**config.mk**
```make
export PLATFORM = sky130hd
export DESIGN_NAME = mmt_mgmt
export DESIGN_NICKNAME = d
export VERILOG_FILES = /design/src/logic/mmt_pkg.sv /design/src/logic/mmt_mgmt.sv /design/src/logic/mmt_sync.sv /design/src/logic/mmt_timer.sv
export SDC_FILE = /design/constraint.sdc
export NUM_CORES = 1
export LEC_CHECK = 0
export ABC_AREA = 1
export BUFFER_PORTS_ARGS = -buffer_cell sky130_fd_sc_hd__buf_4
export CORE_MARGIN = 3
export CORE_UTILIZATION = 40
export CTS_BUF_LIST = sky130_fd_sc_hd__clkbuf_8
export DETAILED_ROUTE_END_ITERATION = 8
export PLACE_DENSITY_LB_ADDON = 0.05
export SYNTH_ARGS = -nofsm -noshare
export SYNTH_HDL_FRONTEND = slang
export SYNTH_SLANG_ARGS = --single-unit
```
**constraint.sdc**
```tcl
create_clock -name clk_i -period 4.2 [get_ports clk_i]
set_clock_uncertainty 0.15 [all_clocks]
set_input_delay 0.21 -clock clk_i [delete_from_list [all_inputs] [get_ports clk_i]]
set_output_delay 0.21 -clock clk_i [all_outputs]
set_load 0.005 [all_outputs]
```
**src/logic/mmt_pkg.sv**
```systemverilog
// Shared constants for the module management timing block
package mmt_pkg;

  localparam longint unsigned CLK_HZ = 25_000_000;

  // Documented times in their own units
  localparam longint unsigned INIT_MAX_MS = 2000;
  localparam longint unsigned RST_MIN_US = 10;
  localparam longint unsigned LP_OFF_MAX_MS = 300;

  // Longest times round down, least times round up
  localparam longint unsigned INIT_MAX_CYC = INIT_MAX_MS * CLK_HZ / 1000;
  localparam longint unsigned RST_MIN_CYC = (RST_MIN_US * CLK_HZ + 999_999) / 1_000_000;
  localparam longint unsigned LP_OFF_MAX_CYC = LP_OFF_MAX_MS * CLK_HZ / 1000;
  localparam int RST_CNT_W = $clog2(RST_MIN_CYC + 1);

  // Register byte offsets
  localparam logic [7:0] REG_STATUS = 8'h00;
  localparam logic [7:0] REG_FLAGS = 8'h04;
  localparam logic [7:0] REG_MASK = 8'h08;
  localparam logic [7:0] REG_CTRL = 8'h0c;

  // Status fields
  localparam int STAT_DNR_BIT = 0;
  localparam int STAT_INIT_BIT = 1;
  localparam int STAT_LOWPWR_BIT = 2;
  localparam int STAT_FULL_BIT = 3;

  // Flag and mask layout
  localparam int FLAG_W = 17;
  localparam int FLAG_LOS_LSB = 0;
  localparam int FLAG_TXF_LSB = 8;
  localparam int FLAG_INIT_BIT = 16;
  localparam int MAX_LANES = 8;

  // Control fields
  localparam int CTRL_W = 4;
  localparam int CTRL_OVR_BIT = 0;
  localparam int CTRL_SET_BIT = 1;
  localparam int CTRL_TRANSMIT_DISABLE_MODE_BIT = 2;
  localparam int CTRL_LOS_MODE_BIT = 3;

  // Reset values
  localparam logic [FLAG_W-1:0] MASK_RST = 17'h00000;
  localparam logic [CTRL_W-1:0] CTRL_RST = 4'h0;

endpackage

```
**src/logic/mmt_mgmt.sv**
```systemverilog
// Management signal timing logic of a pluggable optical cable end
// Summary of operation
// Management init finishes within 2000 ms
// Reset pulse counts only if held 10 us
// Interrupt pin asserts within 200 ms
// Flag read releases interrupt within 500 us
// Receive loss sets flag within 100 ms
// Any flag condition latches within 200 ms
// Setting mask stops interrupt within 100 ms
// Clearing mask resumes interrupt within 100 ms
// Fully functional within 2 s of power-on; here full function comes after the 2000 ms init plus a 300 ms power-up
// Serial bus answers within 2 s
// Data-not-ready clears and interrupts after init
// Fully functional within 2 s after reset; here full function comes after the 2000 ms init plus a 300 ms power-up
// Low-power/transmit-disable pin mode switch within 100 ms
// Low-power pin high gives class 1 within 100 ms
// Low-power pin low gives full function within 300 ms
// Interrupt/loss pin mode switch within 100 ms
// Override or set bit gives class 1 quickly
// Clearing override/set restores function within 300 ms
// Flags latch until read; interrupt while unmasked
//
// The implementer's own choices: the Wishbone interface to the registers and the placing of the registers.
`timescale 1ns/100ps
module mmt_mgmt
  import mmt_pkg::*;
#(
  parameter int LANES = 4,
  parameter longint unsigned INIT_CYC = INIT_MAX_CYC,
  parameter longint unsigned PUP_CYC = LP_OFF_MAX_CYC
) (
  input wire logic clk_i,
  input wire logic rst_i,
  input wire logic ce_i,
  input wire logic wb_cyc_i,
  input wire logic wb_stb_i,
  input wire logic wb_we_i,
  input wire logic [7:0] wb_adr_i,
  input wire logic [3:0] wb_sel_i,
  input wire logic [31:0] wb_dat_i,
  output logic [31:0] wb_dat_o,
  output logic wb_ack_o,
  input wire logic module_reset_n_i,
  input wire logic low_pwr_request_i,
  input wire logic [LANES-1:0] rx_los_i,
  input wire logic [LANES-1:0] tx_fault_i,
  output logic module_irq_n_o,
  output logic module_irq_n_oe_o,
  output logic transmit_disable_o,
  output logic low_power_o,
  output logic full_function_o,
  output logic management_init_state_o,
  output logic irq_o
);

  if (LANES < 1 || LANES > MAX_LANES) begin : g_chk_lanes
    $error("mmt_mgmt: LANES must be 1 to 8");
  end
  if (PUP_CYC < 2) begin : g_chk_pup
    $error("mmt_mgmt: PUP_CYC must be at least 2");
  end

  function automatic logic hit(input logic [7:0] adr, input logic [7:0] off);
    hit = (adr[7:2] == off[7:2]);
  endfunction

  logic [LANES-1:0] los_s;
  logic [LANES-1:0] txf_s;
  logic [LANES-1:0] los_d_r;
  logic [LANES-1:0] txf_d_r;
  logic reset_n_s;
  logic lp_pin_s;
  logic [RST_CNT_W-1:0] rst_low_cnt_r;
  logic mod_rst_r;
  logic boot_r;
  logic init_start;
  logic init_busy;
  logic init_done;
  logic dnr_r;
  logic [FLAG_W-1:0] flags_r;
  logic [FLAG_W-1:0] mask_r;
  logic [CTRL_W-1:0] ctrl_r;
  logic [FLAG_W-1:0] evt;
  logic [31:0] wmask;
  logic req;
  logic rd_flags;
  logic lp_req;
  logic lp_req_r;
  logic pup_busy;
  logic pup_done;
  logic rx_signal_loss_out_n;

  mmt_sync #(
    .WIDTH(2 + 2 * LANES)
  ) u_sync (
    .clk_i(clk_i),
    .rst_i(rst_i),
    .ce_i(ce_i),
    .d_i({module_reset_n_i, low_pwr_request_i, rx_los_i, tx_fault_i}),
    .q_o({reset_n_s, lp_pin_s, los_s, txf_s})
  );

  // Reset pin qualification: short low pulses are ignored
  always_ff @(posedge clk_i) begin
    if (rst_i) begin
      rst_low_cnt_r <= '0;
      mod_rst_r <= 1'b0;
    end else if (ce_i) begin
      if (reset_n_s) begin
        rst_low_cnt_r <= '0;
        mod_rst_r <= 1'b0;
      end else if (rst_low_cnt_r == RST_CNT_W'(RST_MIN_CYC - 1)) begin
        mod_rst_r <= 1'b1;
      end else begin
        rst_low_cnt_r <= rst_low_cnt_r + 1'b1;
      end
    end
  end

  // Init starts after power-on reset or after a qualified reset pulse ends
  always_ff @(posedge clk_i) begin
    if (rst_i) begin
      boot_r <= 1'b1;
    end else if (ce_i) begin
      boot_r <= 1'b0;
    end
  end

  assign init_start = boot_r || (mod_rst_r && reset_n_s);

  mmt_timer #(
    .CYC(INIT_CYC)
  ) u_init (
    .clk_i(clk_i),
    .rst_i(rst_i),
    .ce_i(ce_i),
    .start_i(init_start),
    .abort_i(mod_rst_r && !reset_n_s),
    .busy_o(init_busy),
    .done_o(init_done)
  );

  always_ff @(posedge clk_i) begin
    if (rst_i) begin
      dnr_r <= 1'b1;
    end else if (ce_i) begin
      if (init_start || mod_rst_r) begin
        dnr_r <= 1'b1;
      end else if (init_done) begin
        dnr_r <= 1'b0;
      end
    end
  end

  // Edge detect of synchronised conditions
  always_ff @(posedge clk_i) begin
    if (rst_i) begin
      los_d_r <= '0;
      txf_d_r <= '0;
    end else if (ce_i) begin
      los_d_r <= los_s;
      txf_d_r <= txf_s;
    end
  end

  always_comb begin
    evt = '0;
    evt[FLAG_LOS_LSB +: LANES] = los_s & ~los_d_r;
    evt[FLAG_TXF_LSB +: LANES] = txf_s & ~txf_d_r;
    evt[FLAG_INIT_BIT] = init_done;
  end

  // Wishbone slave, answers one cycle after the request on cycles where ce_i is high
  assign req = wb_cyc_i && wb_stb_i && !wb_ack_o;
  assign rd_flags = req && !wb_we_i && hit(wb_adr_i, REG_FLAGS);

  for (genvar b = 0; b < 4; b++) begin : g_lane
    assign wmask[8*b +: 8] = {8{wb_sel_i[b]}};
  end

  always_ff @(posedge clk_i) begin
    if (rst_i) begin
      wb_ack_o <= 1'b0;
    end else if (ce_i) begin
      wb_ack_o <= req;
    end
  end

  always_ff @(posedge clk_i) begin
    if (rst_i) begin
      wb_dat_o <= '0;
    end else if (ce_i && req) begin
      wb_dat_o <= '0;
      if (!wb_we_i) begin
        if (hit(wb_adr_i, REG_STATUS)) begin
          wb_dat_o[STAT_DNR_BIT] <= dnr_r;
          wb_dat_o[STAT_INIT_BIT] <= init_busy;
          wb_dat_o[STAT_LOWPWR_BIT] <= low_power_o;
          wb_dat_o[STAT_FULL_BIT] <= full_function_o;
        end else if (hit(wb_adr_i, REG_FLAGS)) begin
          wb_dat_o[FLAG_W-1:0] <= flags_r;
        end else if (hit(wb_adr_i, REG_MASK)) begin
          wb_dat_o[FLAG_W-1:0] <= mask_r;
        end else if (hit(wb_adr_i, REG_CTRL)) begin
          wb_dat_o[CTRL_W-1:0] <= ctrl_r;
        end
      end
    end
  end

  // Latched flags, cleared by a read; a new event wins over the clear
  always_ff @(posedge clk_i) begin
    if (rst_i) begin
      flags_r <= '0;
    end else if (ce_i) begin
      if (mod_rst_r) begin
        flags_r <= '0;
      end else if (rd_flags) begin
        flags_r <= evt;
      end else begin
        flags_r <= flags_r | evt;
      end
    end
  end

  always_ff @(posedge clk_i) begin
    if (rst_i) begin
      mask_r <= MASK_RST;
      ctrl_r <= CTRL_RST;
    end else if (ce_i) begin
      if (mod_rst_r) begin
        mask_r <= MASK_RST;
        ctrl_r <= CTRL_RST;
      end else if (req && wb_we_i) begin
        if (hit(wb_adr_i, REG_MASK)) begin
          mask_r <= (mask_r & ~wmask[FLAG_W-1:0]) | (wb_dat_i[FLAG_W-1:0] & wmask[FLAG_W-1:0]);
        end
        if (hit(wb_adr_i, REG_CTRL) && wb_sel_i[0]) begin
          ctrl_r <= wb_dat_i[CTRL_W-1:0];
        end
      end
    end
  end

  // Interrupt level and dual-purpose pin
  assign rx_signal_loss_out_n = !(|los_s);

  always_ff @(posedge clk_i) begin
    if (rst_i) begin
      irq_o <= 1'b0;
      module_irq_n_oe_o <= 1'b0;
    end else if (ce_i) begin
      irq_o <= |(flags_r & ~mask_r);
      if (ctrl_r[CTRL_LOS_MODE_BIT]) begin
        module_irq_n_oe_o <= !rx_signal_loss_out_n;
      end else begin
        module_irq_n_oe_o <= |(flags_r & ~mask_r);
      end
    end
  end

  assign module_irq_n_o = 1'b0;

  // Power state and dual-purpose low-power pin
  assign lp_req = (!ctrl_r[CTRL_TRANSMIT_DISABLE_MODE_BIT] && lp_pin_s) || ctrl_r[CTRL_OVR_BIT]
    || ctrl_r[CTRL_SET_BIT];

  always_ff @(posedge clk_i) begin
    if (rst_i) begin
      lp_req_r <= 1'b0;
      low_power_o <= 1'b1;
      transmit_disable_o <= 1'b0;
    end else if (ce_i) begin
      lp_req_r <= lp_req;
      low_power_o <= lp_req || init_busy || mod_rst_r;
      transmit_disable_o <= ctrl_r[CTRL_TRANSMIT_DISABLE_MODE_BIT] && lp_pin_s;
    end
  end

  mmt_timer #(
    .CYC(PUP_CYC - 1)
  ) u_pup (
    .clk_i(clk_i),
    .rst_i(rst_i),
    .ce_i(ce_i),
    .start_i(low_power_o && !(lp_req || init_busy || mod_rst_r)),
    .abort_i(lp_req || init_busy || mod_rst_r),
    .busy_o(pup_busy),
    .done_o(pup_done)
  );

  always_ff @(posedge clk_i) begin
    if (rst_i) begin
      full_function_o <= 1'b0;
    end else if (ce_i) begin
      if (lp_req || init_busy || mod_rst_r) begin
        full_function_o <= 1'b0;
      end else if (pup_done) begin
        full_function_o <= 1'b1;
      end
    end
  end

  assign management_init_state_o = init_busy;

  // Checking helpers
  logic [31:0] init_len_r;
  logic [31:0] pup_len_r;

  always_ff @(posedge clk_i) begin
    if (rst_i) begin
      init_len_r <= '0;
      pup_len_r <= '0;
    end else if (ce_i) begin
      init_len_r <= init_busy ? init_len_r + 1'b1 : '0;
      pup_len_r <= (!low_power_o && !full_function_o) ? pup_len_r + 1'b1 : '0;
    end
  end
endmodule

```
**src/logic/mmt_sync.sv**
```systemverilog
// Two-flop synchroniser for a group of pin inputs
`timescale 1ns/100ps
module mmt_sync #(
  parameter int WIDTH = 1
) (
  input wire logic clk_i,
  input wire logic rst_i,
  input wire logic ce_i,
  input wire logic [WIDTH-1:0] d_i,
  output logic [WIDTH-1:0] q_o
);

  logic [WIDTH-1:0] meta_r;

  if (WIDTH < 1) begin : g_chk
    $error("mmt_sync: WIDTH must be at least 1");
  end

  always_ff @(posedge clk_i) begin
    if (rst_i) begin
      meta_r <= '0;
      q_o <= '0;
    end else if (ce_i) begin
      meta_r <= d_i;
      q_o <= meta_r;
    end
  end

endmodule

```
**src/logic/mmt_timer.sv**
```systemverilog
// One-shot cycle timer with restart and abort
`timescale 1ns/100ps
module mmt_timer #(
  parameter longint unsigned CYC = 4
) (
  input wire logic clk_i,
  input wire logic rst_i,
  input wire logic ce_i,
  input wire logic start_i,
  input wire logic abort_i,
  output logic busy_o,
  output logic done_o
);

  localparam int W = $clog2(CYC + 1);

  logic [W-1:0] cnt_r;

  if (CYC < 1) begin : g_chk
    $error("mmt_timer: CYC must be at least 1");
  end

  // Done pulses exactly CYC edges after the start edge
  always_ff @(posedge clk_i) begin
    if (rst_i) begin
      cnt_r <= '0;
      busy_o <= 1'b0;
      done_o <= 1'b0;
    end else if (ce_i) begin
      done_o <= 1'b0;
      if (abort_i) begin
        busy_o <= 1'b0;
      end else if (start_i) begin
        busy_o <= 1'b1;
        cnt_r <= W'(CYC - 1);
      end else if (busy_o) begin
        if (cnt_r == '0) begin
          busy_o <= 1'b0;
          done_o <= 1'b1;
        end else begin
          cnt_r <= cnt_r - 1'b1;
        end
      end
    end
  end

endmodule

```
==> flow_summary_export.csv <==
group,metric,value,unit
global_routing,grt_pass1_vias,6274,
clocking,cts_max_path_buffers,2,
yosys,synth_fa_ha_area_share,0.6891,%
placement,io_buffers,65,
routing,initialDrtViolationCount,380,
floorplan,die_w,140.8,µm
clocking,root_buffer,"clkbuf_8",
job,maxCapViolCount,0,
floorplan,dieArea,0.01981,mm²
layout,drive_gt1_share,11.02,%
clocking,htree_levels,4,
yosys,synth_cell_type_count,35,
hold_path,hold_class,"input pin to register",
worst_setup_path,r2r_end,"mask_r[16]$_SDFFE_PP0P_",
yosys,ys_seq_area_share,39.97,%
status,status,"completed",
routing,vias_per_cell,4.861,
yosys,async_flop_share,0,%
worst_setup_path,critPathMaxStageDelay,0.56,ns
routing,wl_per_cell,13.07,µm
yosys,synth_edf_count,0,
worst_setup_path,r2r_slack,1.42,ns
worst_setup_path,critPathMaxFanout,6,
power,pwr-share-seq,44.2,%
worst_setup_path,critPathLaunchType,"register",
worst_setup_path,crit_family,"buffers and inverters",
worst_setup_path,crit_chain,"inv_1 -> nand4_1 -> o21ai_0 -> nand2_1 -> nor3_1 -> dlygate4sd3_1 -> nor2_1 -> dlygate4sd3_1",
worst_setup_path,criticalPathCategory,"register to register",
power,switching_power,1.248,mW
clocking,cts_made_buffers,17,
routing,wl,18.48,mm
global_routing,grt.overflow.total,0,
worst_setup_path,critical_path_arrival,2.98,ns
worst_setup_path,cp_common_cell,"dlygate4sd3_1",
timing,setup_viol,0,
power,swShare,35.81,%
yosys,yosys_warnings,0,
placement,hpwl,12.79,mm
timing,maxSlewViolCount,0,
power,power_density,410.6,mW/mm²
global_routing,met1_usage,25.83,%
clocking,numClockSinks,145,
worst_setup_path,regToRegStartpoint,"wb_ack_o$_SDFFE_PP0P_",
global_routing,grt_pass1_wl,31.05,mm
timing,fin_setup_tns,0,ns
placement,placed_cell_area,0.007815,mm²
yosys,ys.flop_type,"dfxtp_1",
global_routing,grt_max_degree,73,
timing,timing.final.crit_period,2.784,ns
clocking,cts.clk_slew.worst_paths,0.09,ns
worst_setup_path,path_buf_inv,3,
layout,antenna_cells,0,
layout,area_growth,16.92,%
clocking,cts_tree,"done",
power,p_int,2.238,mW
floorplan,io_pins,100,
yosys,synth_simple_gate_area_share,33.23,%
floorplan,rows,48,
yosys,synth.area.mux_share,0,%
global_routing,grt_usage,18.91,%
yosys,synth_compound_gate_area_share,15.04,%
hold_path,hold_depth,4,
routing,final_antenna_net_count,0,
yosys,avgSynthCellArea,6.615,µm²
power,pwr-share-clk,30.8,%
hold_path,hold_end,"mask_r[4]$_SDFFE_PP0P_",
worst_setup_path,required,4.39,ns
yosys,synth_seq_cells,145,
floorplan,start_util,41.42,%
power,vdd_ir_drop_max,0.0002772,V
worst_setup_path,ff2ff_path_depth,8,
yosys,synthCells,1098,
global_routing,grtUsageMet2,30.95,%
hold_path,hold_start,"wb_sel_i[0]",
power,leakagePower,3.760,nW
floorplan,die_h,140.8,µm
worst_setup_path,cp_slowest_cell,"dlygate4sd3_1",
timing,rsz0062_at_grt,"false",
yosys,synth-xor-area-share,1.206,%
layout,nNetsFinal,1240,
floorplan,coreArea,0.01754,mm²
global_routing,grt.busiest_layer,"met2",
timing,fmax,0.3591,GHz
global_routing,antenna_found_initial,0,
placement,gp_congestion,0.8011,
yosys,synth_top_family_by_area,"simple AND/OR/NAND/NOR gates",
timing,final-hold-violation-count,0,
routing,drcViolationCount,0,
power,combPwrFrac,25.1,%
timing,min_period_over_period,66.30,%
timing,worst_pin_slew,0.8355,ns
yosys,syn-cell-area,0.007263,mm²
routing,routed-via-count,6873,
routing,dr.pass1.iters,5,
clocking,clk_latency,0.46,ns
layout,final_area,0.008492,mm²
layout,final_core_util,48.42,%
worst_setup_path,end_kind,"register",
global_routing,use_met3,3.833,%
timing,maxSlewHeadroom,44.09,%
-- flip-flops by register name, summed over array words and instances, names as in the netlist, 4 cells and up --
signal / cells
rst_low_cnt_r: 8
u_sync.meta_r: 10
flags_r: 9
mask_r: 17
wb_dat_o: 17
los_d_r: 4
u_init.cnt_r: 26
ctrl_r: 4
u_pup.cnt_r: 23
txf_d_r: 4
u_sync.q_o: 10
-- per-layer routing --
metal  vias up  wire length [µm]
met5         -                 0
met4         0               183
met3        14               603
met2       110              8572
met1      3080              9123
li1       3669                 -
-- per-stage QoR --
step / total power [mW] / setup WS, ns / cells / hold slack [ns]
floorplan: 2.236 / 2.398 / 1113 / 0.1949
global placement: 2.422 / 1.657 / 1352 / 0.2810
detailed placement: 2.427 / 1.654 / 1352 / 0.2863
CTS: 3.523 / 1.378 / 1414 / 0.02000
global route: 3.732 / 1.193 / 1414 / 0.03024
finish: 3.486 / 1.416 / 1414 / 0.02212
-- kinds of logic (layout without fill, tap and decap cells) --
kind of cell               after synthesis  in the layout
adders and majority gates                4              4
and+or+nand+nor                        564            564
other                                    1             16
AOI/OAI and AO/OA                      210            210
xor gates and xnor gates                10             10
buffers and inverters                  164            240
DFF                                    145            145
-- power groups by stage --
stage / Combinational [mW] / Sequential (mW) / Clock, mW
final: 0.874 / 1.54 / 1.07
after global routing: 1.02 / 1.55 / 1.16
after CTS: 0.880 / 1.54 / 1.10
after detailed placement: 0.856 / 1.57 / 0
after global placement: 0.851 / 1.57 / 0
after floorplan: 0.690 / 1.55 / 0
-- worst reg2reg max path, cell delays in order, from the launching register on --
cell	delay, ns
dfxtp_1	0.34
inv_1	0.06
nand4_1	0.30
o21ai_0	0.39
nand2_1	0.16
nor3_1	0.14
dlygate4sd3_1	0.56
nor2_1	0.04
dlygate4sd3_1	0.54
-- how the worst max path moves through the flow --
stage | slack (ns) | start | end | cells after the start
floorplan | 2.40 | u_init.cnt_r[0]$_SDFFE_PP0P_ | u_init.cnt_r[3]$_SDFFE_PP0P_ | 10
finish | 1.42 | wb_ack_o$_SDFFE_PP0P_ | mask_r[16]$_SDFFE_PP0P_ | 8
global placement | 1.66 | ce_i | mask_r[13]$_SDFFE_PP0P_ | 9
detailed placement | 1.65 | ce_i | u_init.cnt_r[9]$_SDFFE_PP0P_ | 9
CTS | 1.38 | wb_ack_o$_SDFFE_PP0P_ | mask_r[16]$_SDFFE_PP0P_ | 8
global route | 1.19 | wb_ack_o$_SDFFE_PP0P_ | mask_r[16]$_SDFFE_PP0P_ | 8
-- cells in the mapped netlist, types with 5 or more instances --
library cell  number  share of area, %
clkbuf_1          28               1.4
or2_2              5              0.43
nand2_2            7              0.60
nand4_1           26               2.2
xor2_1             7              0.84
nand3_1           65               4.5
o211ai_1           8              0.83
nand2_1          261                13
inv_1            104               5.4
a21oi_1          108               7.4
nor3_1             9              0.62
nor2_1           171               8.8
buf_4             23               2.4
dfxtp_1          145                40
nor2_2             8              0.69
o21ai_0           86               5.9
-- layout by cell type (no fill, tap or decap), drive strengths merged --
master / netlist / final
dfxtp: 145 / 145
nand4: 26 / 26
inv: 107 / 115
xor2: 7 / 7
conb: 1 / 16
buf: 27 / 69
o31ai: 3 / 3
nor3b: 1 / 1
nor4: 1 / 1
nand3b: 2 / 2
a21o: 4 / 4
clkbuf: 28 / 19
nand2: 269 / 269
dlygate4sd3: 0 / 30
a21oi: 108 / 108
ha: 4 / 4
nor3: 11 / 11
o21ai: 87 / 87
clkinv: 2 / 5
nor2: 181 / 181
xnor2: 3 / 3
nand3: 66 / 66
clkinvlp: 0 / 2
or2: 7 / 7
o211ai: 8 / 8
-- cell type report --
| class | instances | area (µm²) |
|---|---|---|
| repair buffers | 99 | 818.3 |
| clock buffers | 19 | 261.5 |
| well taps | 225 | 281.5 |
| multi-input cells | 804 | 3704 |
| clock inverters | 13 | 115.1 |
| inverters | 109 | 409.1 |
| flip-flops and latches | 145 | 2903 |
| fillers | 1843 | 9045 |
-- timing repair --
item | CTS | global route
hold buffers | 30 | 0
resized for setup | 0 | 0
setup endpoints to repair | 0 | 0
hold endpoints to repair | 33 | 0
setup buffers | 0 | 0
Note: power is estimated with default switching activity, not from simulation.
